<file path="config.mk">
export PLATFORM = sky130hd
export DESIGN_NAME = sector_guard_host
export DESIGN_NICKNAME = d
export VERILOG_FILES = /design/src/hdl/prot_pkg.sv /design/src/hdl/wait_timer.sv /design/src/hdl/flash_cycle.sv /design/src/hdl/sector_guard_host.sv
export VERILOG_INCLUDE_DIRS = /design/src /design/src/hdl
export SDC_FILE = /design/constraint.sdc
export NUM_CORES = 1
export LEC_CHECK = 0
export BUFFER_PORTS_ARGS = -buffer_cell sky130_fd_sc_hd__buf_2
export CELL_PAD_IN_SITES_DETAIL_PLACEMENT = 0
export CELL_PAD_IN_SITES_GLOBAL_PLACEMENT = 1
export CORE_ASPECT_RATIO = 2
export CORE_MARGIN = 3
export CORE_UTILIZATION = 47
export CTS_BUF_LIST = sky130_fd_sc_hd__clkbuf_4 sky130_fd_sc_hd__clkbuf_8
export CTS_CLUSTER_DIAMETER = 200
export CTS_CLUSTER_SIZE = 28
export DETAILED_ROUTE_END_ITERATION = 6
export PLACE_DENSITY_LB_ADDON = 0.08
export SETUP_SLACK_MARGIN = 0.5
export SLEW_MARGIN = 40
export SYNTH_ARGS = -nofsm -noshare
export SYNTH_HDL_FRONTEND = slang
export SYNTH_SLANG_ARGS = --single-unit
export TNS_END_PERCENT = 50
</file>
<file path="constraint.sdc">
create_clock -name pclk -period 7.1 [get_ports pclk]
set_clock_uncertainty 0.1 [all_clocks]
set_input_delay 1.065 -clock pclk [delete_from_list [all_inputs] [get_ports pclk]]
set_output_delay 1.065 -clock pclk [all_outputs]
set_load 0.02 [all_outputs]
</file>
<file path="src/hdl/prot_defs.svh">
// Offsets, fields, command bytes and timing counts of the sector guard host
`ifndef PROT_DEFS_SVH
`define PROT_DEFS_SVH

`define REG_CMD 8'h00
`define REG_SECTOR 8'h04
`define REG_PWD 8'h08
`define REG_STATUS 8'h0c

`define ST_BUSY 0
`define ST_DONE 1
`define ST_BIT0 2
`define ST_BIT1 3
`define ST_FAIL 4
`define ST_REFUSED 5
`define ST_EXIT 6
`define PWD_IDX_LSB 16

`define ADDR_UNLOCK1 22'h000555
`define ADDR_UNLOCK2 22'h0002aa
`define DATA_UNLOCK1 8'haa
`define DATA_UNLOCK2 8'h55
`define CMD_VOL 8'h48
`define CMD_STAT 8'h58
`define CMD_NV 8'h60
`define CMD_PW 8'h28
`define DATA_PROG1 8'h68
`define DATA_PROG2 8'h48
`define DATA_ERASE1 8'h60
`define DATA_ERASE2 8'h40
`define DATA_RESET 8'hf0
`define CMD_EXIT 8'h90
`define DATA_EXIT 8'h00

`define SECTOR_LSB 12
`define GUARD_PROG_OFS 7'h3a
`define GUARD_ERASE_OFS 7'h7a
`define PW_LOCK_OFS 6'h0a
`define PS_LOCK_OFS 6'h12

`define CLK_MHZ 50
`define PROG_WAIT_US 100
`define ERASE_WAIT_US 1200
`define PW_GAP_US 2
`define PW_GAP_CYC (`PW_GAP_US * `CLK_MHZ)

`define WR_PULSE_CYC 4'h4
`define RD_PULSE_CYC 4'h8
`define HOLD_CYC 4'h2
`define MAX_RETRY 2'h3

`endif

</file>
<file path="src/hdl/prot_pkg.sv">
// Types shared by the sector guard host modules
package prot_pkg;
  typedef enum logic [3:0] {
    OP_VOL_SET = 4'h1, OP_VOL_CLR = 4'h2, OP_VOL_STAT = 4'h3, OP_LOCK_STAT = 4'h4,
    OP_PPB_PROG = 4'h5, OP_PPB_ERASE = 4'h6, OP_PWL_PROG = 4'h7, OP_PSL_PROG = 4'h8,
    OP_PWL_STAT = 4'h9, OP_PSL_STAT = 4'ha, OP_PW_PORTION = 4'hb, OP_EXIT = 4'hc,
    OP_RESET = 4'hd
  } op_t;
  typedef enum logic [1:0] {K_WR, K_RD, K_WAIT, K_END} step_kind_t;
  typedef enum logic [1:0] {W_PROG, W_ERASE, W_PW} wait_sel_t;
  typedef struct packed {
    step_kind_t kind;
    wait_sel_t wsel;
    logic [21:0] addr;
    logic [15:0] data;
  } step_t;
  typedef struct packed {
    logic [21:0] addr;
    logic [15:0] dq_o;
    logic dq_drive_n;
    logic ce_n;
    logic we_n;
    logic rd_n;
  } flash_out_t;
endpackage

</file>
<file path="src/hdl/wait_timer.sv">
// Down counter that times the pauses between bus cycles
`timescale 1ns/1ps
module wait_timer (
  input wire logic pclk,
  input wire logic presetn,
  input wire logic load,
  input wire logic [16:0] count,
  output logic done
);
  logic [16:0] cnt_q;
  logic busy_q;
  logic done_q;

  always_ff @(posedge pclk or negedge presetn) begin
    if (!presetn) begin
      cnt_q <= 17'h00000;
      busy_q <= 1'b0;
      done_q <= 1'b0;
    end else begin
      done_q <= 1'b0;
      if (load) begin
        cnt_q <= (count == 17'h00000) ? 17'h00001 : count;
        busy_q <= 1'b1;
      end else if (busy_q) begin
        cnt_q <= cnt_q - 17'h00001;
        if (cnt_q == 17'h00001) begin
          busy_q <= 1'b0;
          done_q <= 1'b1;
        end
      end
    end
  end

  assign done = done_q;
endmodule // wait_timer

</file>
<file path="src/hdl/flash_cycle.sv">
// One write or read cycle on the flash pins, strobe timing included
`timescale 1ns/1ps
`include "prot_defs.svh"
module flash_cycle import prot_pkg::*; (
  input wire logic pclk,
  input wire logic presetn,
  input wire logic start,
  input wire logic is_read,
  input wire logic [21:0] addr,
  input wire logic [15:0] data,
  input wire logic [15:0] dq_i,
  output flash_out_t pins,
  output logic done,
  output logic [15:0] rd_data
);
  typedef enum logic [1:0] {C_IDLE, C_SETUP, C_PULSE, C_HOLD} cyc_state_t;
  cyc_state_t st_q;
  flash_out_t pins_q;
  logic [3:0] cnt_q;
  logic rd_q;
  logic done_q;
  logic [15:0] dq_s1_q;
  logic [15:0] dq_s2_q;
  logic [15:0] rd_data_q;

  // Pins are asynchronous to pclk
  always_ff @(posedge pclk or negedge presetn) begin
    if (!presetn) begin
      dq_s1_q <= 16'h0000;
      dq_s2_q <= 16'h0000;
    end else begin
      dq_s1_q <= dq_i;
      dq_s2_q <= dq_s1_q;
    end
  end

  always_ff @(posedge pclk or negedge presetn) begin
    if (!presetn) begin
      st_q <= C_IDLE;
      pins_q <= '{addr: 22'h000000, dq_o: 16'h0000, dq_drive_n: 1'b1, ce_n: 1'b1,
                  we_n: 1'b1, rd_n: 1'b1};
      cnt_q <= 4'h0;
      rd_q <= 1'b0;
      done_q <= 1'b0;
      rd_data_q <= 16'h0000;
    end else begin
      done_q <= 1'b0;
      case (st_q)
        C_IDLE: if (start) begin
          pins_q.addr <= addr;
          pins_q.dq_o <= data;
          pins_q.dq_drive_n <= is_read;
          pins_q.ce_n <= 1'b0;
          rd_q <= is_read;
          st_q <= C_SETUP;
        end
        C_SETUP: begin
          pins_q.we_n <= rd_q;
          pins_q.rd_n <= !rd_q;
          cnt_q <= (rd_q ? `RD_PULSE_CYC : `WR_PULSE_CYC) - 4'h1;
          st_q <= C_PULSE;
        end
        C_PULSE: if (cnt_q == 4'h0) begin
          // Read pulse covers access time plus the two sync stages
          if (rd_q) rd_data_q <= dq_s2_q;
          pins_q.we_n <= 1'b1;
          pins_q.rd_n <= 1'b1;
          cnt_q <= `HOLD_CYC - 4'h1;
          st_q <= C_HOLD;
        end else begin
          cnt_q <= cnt_q - 4'h1;
        end
        C_HOLD: if (cnt_q == 4'h0) begin
          pins_q.ce_n <= 1'b1;
          pins_q.dq_drive_n <= 1'b1;
          done_q <= 1'b1;
          st_q <= C_IDLE;
        end else begin
          cnt_q <= cnt_q - 4'h1;
        end
        default: st_q <= C_IDLE;
      endcase
    end
  end

  assign pins = pins_q;
  assign done = done_q;
  assign rd_data = rd_data_q;
endmodule // flash_cycle

</file>
<file path="src/hdl/sector_guard_host.sv">
// APB-controlled host that runs sector protection command sequences on a flash
//
// Implementation choices: register access over APB and the register addresses.
`timescale 1ns/1ps
`include "prot_defs.svh"
module sector_guard_host import prot_pkg::*; #(
  parameter int PROG_WAIT_CYC = `PROG_WAIT_US * `CLK_MHZ,
  parameter int ERASE_WAIT_CYC = `ERASE_WAIT_US * `CLK_MHZ
) (
  input wire logic pclk,
  input wire logic presetn,
  input wire logic psel,
  input wire logic penable,
  input wire logic pwrite,
  input wire logic [7:0] paddr,
  input wire logic [31:0] pwdata,
  output logic [31:0] prdata,
  output logic pready,
  output logic pslverr,
  output flash_out_t flash,
  input wire logic [15:0] flash_dq_i
);
  typedef enum logic [1:0] {S_IDLE, S_STEP, S_BUS, S_WAIT} seq_state_t;

  function automatic logic is_prog(op_t op);
    return op == OP_PPB_PROG || op == OP_PPB_ERASE || op == OP_PWL_PROG || op == OP_PSL_PROG;
  endfunction

  function automatic logic is_stat(op_t op);
    return op == OP_VOL_STAT || op == OP_LOCK_STAT || op == OP_PWL_STAT || op == OP_PSL_STAT;
  endfunction

  function automatic step_t step_of(op_t op, logic [2:0] idx, logic [9:0] sec,
                                    logic [15:0] pwv, logic [1:0] pwi);
    step_t s;
    logic [21:0] sa;
    logic [21:0] tgt;
    logic [21:0] vaddr;
    logic [7:0] c3;
    logic [7:0] d4;
    logic [15:0] d3;
    s = '{kind: K_END, wsel: W_PROG, addr: 22'h000000, data: 16'h0000};
    sa = {sec, 12'h000};
    tgt = sa;
    c3 = `CMD_NV;
    d4 = `DATA_PROG1;
    d3 = 16'h0000;
    case (op)
      OP_VOL_SET, OP_VOL_CLR: begin
        c3 = `CMD_VOL;
        d3 = {15'h0000, op == OP_VOL_SET};
      end
      OP_VOL_STAT, OP_LOCK_STAT: c3 = `CMD_STAT;
      OP_PPB_PROG: tgt = sa | {15'h0000, `GUARD_PROG_OFS};
      OP_PPB_ERASE: begin
        tgt = sa | {15'h0000, `GUARD_ERASE_OFS};
        d4 = `DATA_ERASE1;
      end
      OP_PWL_PROG, OP_PWL_STAT: tgt = {16'h0000, `PW_LOCK_OFS};
      OP_PSL_PROG, OP_PSL_STAT: tgt = {16'h0000, `PS_LOCK_OFS};
      OP_PW_PORTION: begin
        c3 = `CMD_PW;
        tgt = {20'h00000, pwi};
        d3 = pwv;
      end
      OP_EXIT: begin
        c3 = `CMD_EXIT;
        tgt = 22'h000000;
        d3 = {8'h00, `DATA_EXIT};
      end
      default: c3 = `CMD_NV;
    endcase
    vaddr = (op == OP_PPB_ERASE) ? (sa | {15'h0000, `GUARD_PROG_OFS}) : tgt;
    if (op == OP_RESET) begin
      if (idx == 3'h0) s = '{K_WR, W_PROG, 22'h000000, {8'h00, `DATA_RESET}};
    end else begin
      // Every command except OP_RESET, each password portion too, starts with both unlock writes
      case (idx)
        3'h0: s = '{K_WR, W_PROG, `ADDR_UNLOCK1, {8'h00, `DATA_UNLOCK1}};
        3'h1: s = '{K_WR, W_PROG, `ADDR_UNLOCK2, {8'h00, `DATA_UNLOCK2}};
        3'h2: s = '{K_WR, W_PROG, `ADDR_UNLOCK1, {8'h00, c3}};
        3'h3: begin
          if (is_stat(op)) s = '{K_RD, W_PROG, tgt, 16'h0000};
          else if (is_prog(op)) s = '{K_WR, W_PROG, tgt, {8'h00, d4}};
          else s = '{K_WR, W_PROG, tgt, d3};
        end
        3'h4: begin
          if (op == OP_PPB_ERASE) s.kind = K_WAIT;
          else if (is_prog(op)) s.kind = K_WAIT;
          else if (op == OP_PW_PORTION) s.kind = K_WAIT;
          s.wsel = (op == OP_PPB_ERASE) ? W_ERASE : (op == OP_PW_PORTION) ? W_PW : W_PROG;
        end
        3'h5: if (is_prog(op)) s = '{K_WR, W_PROG, vaddr,
            {8'h00, (op == OP_PPB_ERASE) ? `DATA_ERASE2 : `DATA_PROG2}};
        3'h6: if (is_prog(op)) s = '{K_RD, W_PROG, vaddr, 16'h0000};
        default: s.kind = K_END;
      endcase
    end
    return s;
  endfunction

  seq_state_t state_q, state_d;
  op_t op_q;
  logic [9:0] sector_q;
  logic [15:0] pwv_q;
  logic [1:0] pwi_q;
  logic [2:0] idx_q, idx_d;
  logic [1:0] retry_q, retry_d;
  logic bit0_q, bit1_q, done_q, fail_q, refused_q, exit_need_q;
  logic [16:0] gap_q;
  step_t cur;
  logic cyc_start, cyc_done, tmr_load, tmr_done, finish;
  logic [15:0] cyc_rd;
  logic [16:0] tmr_count;

  // APB slave: always ready, error on unmapped offsets
  wire wr_acc = psel & penable & pwrite;
  wire sel_cmd = paddr == `REG_CMD;
  wire sel_sec = paddr == `REG_SECTOR;
  wire sel_pwd = paddr == `REG_PWD;
  wire sel_st = paddr == `REG_STATUS;
  wire hit = sel_cmd | sel_sec | sel_pwd | sel_st;
  wire idle = state_q == S_IDLE;
  wire op_ok = pwdata[3:0] >= OP_VOL_SET && pwdata[3:0] <= OP_RESET;
  wire op_t op_in = op_t'(pwdata[3:0]);
  // Guard program/erase/verify is held off after OP_LOCK_STAT or OP_PW_PORTION until the exit command has run
  wire blocked = exit_need_q && (op_in == OP_PPB_PROG || op_in == OP_PPB_ERASE);
  wire cmd_go = wr_acc & sel_cmd & idle & op_ok & !blocked;
  wire cmd_bad = wr_acc & sel_cmd & !cmd_go;
  wire [31:0] status = {25'h0, exit_need_q, refused_q, fail_q, bit1_q, bit0_q, done_q, !idle};

  assign pready = 1'b1;
  assign pslverr = psel & penable & !hit;
  assign prdata = sel_cmd ? {28'h0, op_q} :
                  sel_sec ? {22'h0, sector_q} :
                  sel_pwd ? {14'h0, pwi_q, pwv_q} :
                  sel_st ? status : 32'h0;

  assign cur = step_of(op_q, idx_q, sector_q, pwv_q, pwi_q);
  // Program expects bit 0 set, erase expects it clear
  wire verify_bad = (op_q == OP_PPB_ERASE) ? bit0_q : !bit0_q;
  wire retry_ok = is_prog(op_q) && verify_bad && retry_q != `MAX_RETRY;
  assign tmr_count = (cur.wsel == W_ERASE) ? 17'(ERASE_WAIT_CYC) :
                     (cur.wsel == W_PW) ? 17'(`PW_GAP_CYC) : 17'(PROG_WAIT_CYC);

  always_comb begin
    state_d = state_q;
    idx_d = idx_q;
    retry_d = retry_q;
    cyc_start = 1'b0;
    tmr_load = 1'b0;
    finish = 1'b0;
    case (state_q)
      S_IDLE: if (cmd_go) begin
        state_d = S_STEP;
        idx_d = 3'h0;
        retry_d = 2'h0;
      end
      S_STEP: case (cur.kind)
        K_WR, K_RD: begin
          cyc_start = 1'b1;
          state_d = S_BUS;
        end
        K_WAIT: begin
          tmr_load = 1'b1;
          state_d = S_WAIT;
        end
        default: if (retry_ok) begin
          idx_d = 3'h0;
          retry_d = retry_q + 2'h1;
        end else begin
          finish = 1'b1;
          state_d = S_IDLE;
        end
      endcase
      S_BUS: if (cyc_done) begin
        idx_d = idx_q + 3'h1;
        state_d = S_STEP;
      end
      S_WAIT: if (tmr_done) begin
        idx_d = idx_q + 3'h1;
        state_d = S_STEP;
      end
      default: state_d = S_IDLE;
    endcase
  end

  always_ff @(posedge pclk or negedge presetn) begin
    if (!presetn) begin
      state_q <= S_IDLE;
      idx_q <= 3'h0;
      retry_q <= 2'h0;
    end else begin
      state_q <= state_d;
      idx_q <= idx_d;
      retry_q <= retry_d;
    end
  end

  // Parameters are frozen while a sequence runs
  always_ff @(posedge pclk or negedge presetn) begin
    if (!presetn) begin
      op_q <= OP_RESET;
      sector_q <= 10'h000;
      pwv_q <= 16'h0000;
      pwi_q <= 2'h0;
    end else if (wr_acc && idle) begin
      if (cmd_go) op_q <= op_in;
      if (sel_sec) sector_q <= pwdata[9:0];
      if (sel_pwd) {pwi_q, pwv_q} <= pwdata[`PWD_IDX_LSB+1:0];
    end
  end

  always_ff @(posedge pclk or negedge presetn) begin
    if (!presetn) begin
      bit0_q <= 1'b0;
      bit1_q <= 1'b0;
    end else if (cyc_done && cur.kind == K_RD) begin
      bit0_q <= cyc_rd[0];
      bit1_q <= cyc_rd[1];
    end
  end

  always_ff @(posedge pclk or negedge presetn) begin
    if (!presetn) begin
      done_q <= 1'b0;
      fail_q <= 1'b0;
      refused_q <= 1'b0;
      exit_need_q <= 1'b0;
    end else begin
      if (cmd_go) done_q <= 1'b0;
      else if (finish) done_q <= 1'b1;
      if (cmd_go) fail_q <= 1'b0;
      else if (finish) fail_q <= is_prog(op_q) && verify_bad;
      if (cmd_bad) refused_q <= 1'b1;
      else if (cmd_go) refused_q <= 1'b0;
      if (finish && (op_q == OP_LOCK_STAT || op_q == OP_PW_PORTION)) exit_need_q <= 1'b1;
      else if (finish && op_q == OP_EXIT) exit_need_q <= 1'b0;
    end
  end

  // Erase-all does not check that every guard was programmed first
  flash_cycle u_cycle (
    .pclk(pclk),
    .presetn(presetn),
    .start(cyc_start),
    .is_read(cur.kind == K_RD),
    .addr(cur.addr),
    .data(cur.data),
    .dq_i(flash_dq_i),
    .pins(flash),
    .done(cyc_done),
    .rd_data(cyc_rd)
  );

  wait_timer u_timer (
    .pclk(pclk),
    .presetn(presetn),
    .load(tmr_load),
    .count(tmr_count),
    .done(tmr_done)
  );

  // Cycles since the last bus cycle ended, for the spacing checks
  always_ff @(posedge pclk or negedge presetn) begin
    if (!presetn) gap_q <= 17'h00000;
    else if (cyc_done) gap_q <= 17'h00000;
    else if (gap_q != 17'h1ffff) gap_q <= gap_q + 17'h00001;
  end
endmodule // sector_guard_host

</file>
Yosys cells after proc, flatten, opt, wreduce, memory -nomap -nowiden:

Index checks and enable logic that the tools add are counted.
W data, S select, Z words.

* memory bits (writable): 0
* memories: 0
* bits of input ports: 61
* output and inout port bits: 76
* bits in latches: 0
* bits in registers: 120
* ROM bits: 0

* magnitude comparators: 2
* muxes and demuxes: 80
* add/subtract/negate cells: 5
* reductions and logical operators: 56
* equality and inequality tests: 46
* div/mod/pow operators: 0
* shift-type cells: 0
* bitwise gates (word level): 11
* multipliers: 0

Operators by type and width (count)
* $pmux W38 S6: 1
* $mux W42: 4
* $pmux W22 S6: 1
* $mux W18: 3
* $mux W16: 3
* $mux W41: 1
* $mux W17: 2
* $pmux W16 S2: 1
* $pmux W8 S4: 1
* $mux W2: 15
* $mux W1: 25
* $eq A4 B3 Y1 const B: 6
* $eq A4 B4 Y1 const B: 6
* $pmux W2 S4: 3
* $mux W22: 1
* $mux W4: 5
* $eq A17 B1 Y1 const B: 1
* $logic_not A17 Y1: 1
* $sub A17 B1 Y17 const B: 1
* $eq A8 B4 Y1 const B: 2
* $pmux W2 S2: 4
* $mux W3: 5
* $reduce_bool A2 Y1: 7
* $mux W13: 1
* 36 further kinds: 100

Longest topological paths before layout:

* word-level depth: 15
* depth in mapped cells: 10
* depth with buffers taken out: 8

Cells and area by module:

A second synthesis with hierarchy kept.

* cell total of the unflattened synthesis: 710
* area, all modules: 8159.1 um2

Modules (own cells, without submodules)
* flash_cycle: sequential area each 2457.4 um2, instances 1, cells each 216, area each 3567.2 um2
* sector_guard_host: sequential area each 1129.8 um2, instances 1, cells each 370, area each 3433.3 um2
* wait_timer: sequential area each 475.5 um2, instances 1, cells each 124, area each 1158.6 um2

Worst setup path before layout:

OpenSTA, ideal clock, no wires.

* path type: input -> output
* start: input paddr[2]
* end: output prdata[2]
* path buffers: 1
* stages: 3
* data required time: 5.935 ns
* slack: 3.791 ns
* arrival time: 2.144 ns
* path through: clkbuf_1 -> mux4_2 -> and3_1

* cells in the longest elaborated chain, start to end: 5
* elaborated cells on any way between the ends: 8
* classes of those cells: 3 x eq/ne; 4 x mux; 1 x reduce/logical

RTL lines
* start: declaration: line sector_guard_host.sv:15 `input wire logic [7:0] paddr,`
* $eq A8 B4 Y1 (no line)
* $mux W7: line sector_guard_host.sv:137 `sel_st ? status : 32'h0;`
* $mux W18: line sector_guard_host.sv:136 `sel_pwd ? {14'h0, pwi_q, pwv_q} :`
* $mux W18: line sector_guard_host.sv:135 `sel_sec ? {22'h0, sector_q} :`
* $mux W18 *: line sector_guard_host.sv:134 `assign prdata = sel_cmd ? {28'h0, op_q} :`
* end: declaration: line sector_guard_host.sv:17 `output logic [31:0] prdata,`

Every way passes the cells marked *; elsewhere a longest branch is shown, timed or not.

Worst setup path after layout:

* start: input paddr[3]
* end: output prdata[14]

* cells in the longest elaborated chain, start to end: 4
* elaborated cells on any way between the ends: 6
* classes of those cells: 2 x eq/ne; 3 x mux; 1 x reduce/logical

RTL lines (line)
* $eq A8 B4 Y1 (no line)
* $mux W18: sector_guard_host.sv:136
* $mux W18: sector_guard_host.sv:135
* $mux W18 *: sector_guard_host.sv:134

Marks and branches as above.

==> summary.txt <==
Status
  – Status: completed

GRT
  – First-pass GRT wire length: 26.37 mm
  – Largest net degree at the start of global routing: 75
  – Vias in the first global route: 5,162
  – Antenna violations before repair: 0
  – Total gr overflow: 0
  – Gr usage total: 22.74%

Synthesis
  – Adder-cell share of the synthesized area: 3.639%
  – Post-synth EDFFs: 0
  – Synth Flop Type: dfrtp_1
  – Cell taking the most area after synthesis: dfrtp_1
  – Xor and xnor fraction of the mapped netlist area: 2.439%
  – Post-Syn Instances: 643
  – Complex-gate fraction of the synthesized area: 17.32%
  – Synth Warn #: 0
  – Top-count cell post-synth: dfrtp_1
  – Most frequent cells after synthesis: dfrtp_1, nand2_1, nor2_1
  – Post-Syn Area: 0.006464 mm²
  – Largest family of logic cells by synthesized area: compound AO/OA/AOI/OAI gates
  – Seq cells post-synth: 116
  – Simple-Gate Fraction of Synth Area: 16.20%
  – Post-synthesis sequential area ratio: 45.04%
  – Post-synth top area share: 42.20%
  – Ranking of synthesized cells by area: dfrtp_1, mux2_2, nand2_1, ha_1, nor2_1
  – Share of synthesized registers carrying an async set or reset: 100.0%
  – Syn_area_per_cell: 10.05 µm²
  – Multiplexer share of the synthesized area: 9.098%
  – Yosys cell types: 77

Power and ir drop
  – Sequential power share: 38.2%
  – Combinational share of power: 34.9%
  – Total internal power: 1396 µW
  – Clock Power Share: 26.8%
  – Leakage power: 0.003460 µW
  – PwrDens: 313.6 mW/mm²
  – Switching fraction of total power: 38.97%
  – Worst vdd ir: 0.3043 mV
  – Psw: 891.4 µW

CTS
  – CTS Hold Buffers Added: 0
  – CTS Buf Count: 17
  – Clock Sinks: 116
  – CTS tree: built
  – Resized cells post-CTS: 0
  – Clk pin slew, worst setup/hold paths: 0.08 ns
  – Max Buffers Root-to-Sink: 2
  – Clock Latency Late Sink: 0.44 ns
  – Post-CTS setup buffers: 0
  – H-Tree Level Count: 4
  – Clock root cell: clkbuf_8

Detailed routing
  – Via total after detailed routing: 5,099
  – WL/cell: 19.05 µm
  – Number of DRC markers in iteration 0: 317
  – DRT Pass-1 Iters: 7
  – Total wire length: 16.80 mm
  – Via density per instance: 5.781
  – DRC Markers: 0
  – ANT nets after route: 0

Timing
  – Min cycle time layout: 3.783 ns
  – Slew @ Worst Pin: 0.7622 ns
  – Period utilization: 53.28%
  – RSZ-0062 raised after global routing: no
  – Final slew viol count: 0
  – Slew HR: 48.97%
  – Maximum clock rate: 0.2643 GHz
  – Final setup margin: 3.317 ns
  – Final hold violation count: 0
  – Setup_tns: 0 ns
  – Final setup viols: 0

Setup path
  – Maximum fanout along the worst path: 12
  – Crit path DAT: 2.62 ns
  – Reg2Reg Depth: 8
  – Crit-path cells: buf_2 -> nor2b_1 -> and3_1 -> and2_1 -> buf_2
  – Setup Crit Path Kind: input port to output pin
  – Critical path endpoint category: output pin
  – Worst setup SP type: input port
  – CP required: 5.93 ns
  – CP max-delay cell: nor2b_1
  – Most frequent CP cell: buf_2
  – Max incr delay on CP: 0.48 ns

Place
  – RD Place Congestion: 0.9304
  – Pre-CTS setup slack: 3.306 ns
  – Port buffer count: 92
  – Post-DP HPWL: 12.66 mm

Job
  – Max Cap Violations: 0

Final layout
  – Layout net count: 793
  – Multi-input gate area: 0.003226 mm²
  – Share of cells above drive strength 1: 28.47%
  – Antenna Cells: 0
  – Reg area: 0.002912 mm²
  – Layout area overhead: 12.83%
  – Filler cells: 1,281

Die
  – Num rows: 60
  – I/O pins: 137
  – Core Footprint: 0.01344 mm²
  – Die width: 88.93 µm
  – Die footprint: 0.01528 mm²
  – Starting density of the core: 48.10%
  – Die Y-Extent: 171.8 µm

Hold path
  – Hold path depth: 0
  – Hold crit path type: register to register
cell type report:
| cell class | instances | area share, % |
|---|---|---|
| clock buffers | 20 | 3.688 |
| clock inverters | 12 | 1.767 |
| inverters | 18 | 0.9264 |
| multi-input cells | 465 | 44.23 |
| flip-flops and latches | 116 | 39.92 |
| well taps | 155 | 2.659 |
| repair buffers | 96 | 6.811 |
cell families after synthesis:
kind of cell | count (synthesis)
AOI/OAI and AO/OA | 159
xor gates and xnor gates | 18
adders and majority gates | 19
buffers and inverters | 76
DFF | 116
muxes | 50
other | 2
and+or+nand+nor | 203
cells in the final DEF, fill, tap and decap left out, types with 7 or more instances in the layout:
cell      count
a21oi_2       9
dfrtp_1     109
nand3_1      14
nor3_1        8
o211ai_1      7
o31ai_1      15
nor2_1       53
a31oi_1       8
a21oi_1      25
and3_1        8
buf_2        91
ha_1         18
and2_1       10
mux2i_1       7
xnor2_1      16
o21ai_0      35
nand2_1      64
mux2_2       40
conb_1       16
inv_1        18
a22o_1       12
dfstp_2       7
nor2b_1       8
clkbuf_8     19
metrics by stage:
step	cells	hold slack [ns]	cell area (µm²)	util [%]	total power [µW]
floorplan	657	0.2312	6516	-	1484
global placement	850	0.2329	6880	51.20	1652
detailed placement	850	0.2490	6895	51.31	1692
CTS	882	0.2666	7293	54.27	2310
global route	882	0.2761	7293	54.27	2450
finish	882	0.2635	7293	54.27	2287
flip-flops by register name, summed over array words and instances (netlist names), 2 cells and up:
register	cells
u_timer.cnt_q	17
idx_q	3
pwv_q	16
u_cycle.pins	38
u_cycle.dq_s1_q	2
retry_q	2
state_q	2
sector_q	10
pwi_q	2
op_q	4
u_cycle.st_q	2
u_cycle.dq_s2_q	2
u_cycle.cnt_q	4
u_cycle.rd_data	2
path summary, 6_finish.rpt:
path / start / to / slack (ns)
setup / recovery: paddr[3] / prdata[14] / 3.32
hold / removal: u_cycle.dq_s1_q[0] / u_cycle.dq_s2_q[0] / 0.26
setup reg to reg: idx_q[2] / u_timer.cnt_q[15] / 3.56
hold reg to reg: u_cycle.dq_s1_q[0] / u_cycle.dq_s2_q[0] / 0.26
max in group asynchronous: presetn / pwv_q[3] / 5.31
min in group asynchronous: presetn / pwv_q[11] / 0.52
power by group through the flow:
stage	sequential, µW	clock (µW)	combinational (µW)
floorplan	849	0	635
global placement	876	0	776
detailed placement	885	0	807
CTS	874	628	809
global route	889	660	901
finish	874	614	799
critical path, delay by kind of cell:
kind	cells	cell delay [ns]
buf+inv	2	0.42
simple gates	3	1.13
metal layers:
metal / track usage, % / vias to the layer above / wire length (µm)
met1: 23.40 / 2527 / 6135
met5: 0 / - / 0
li1: - / 2413 / -
met2: 42.56 / 127 / 9668
met4: 10.59 / 0 / 542
met3: 4.314 / 32 / 453
No activity file was read; power rests on OpenSTA's default activity.
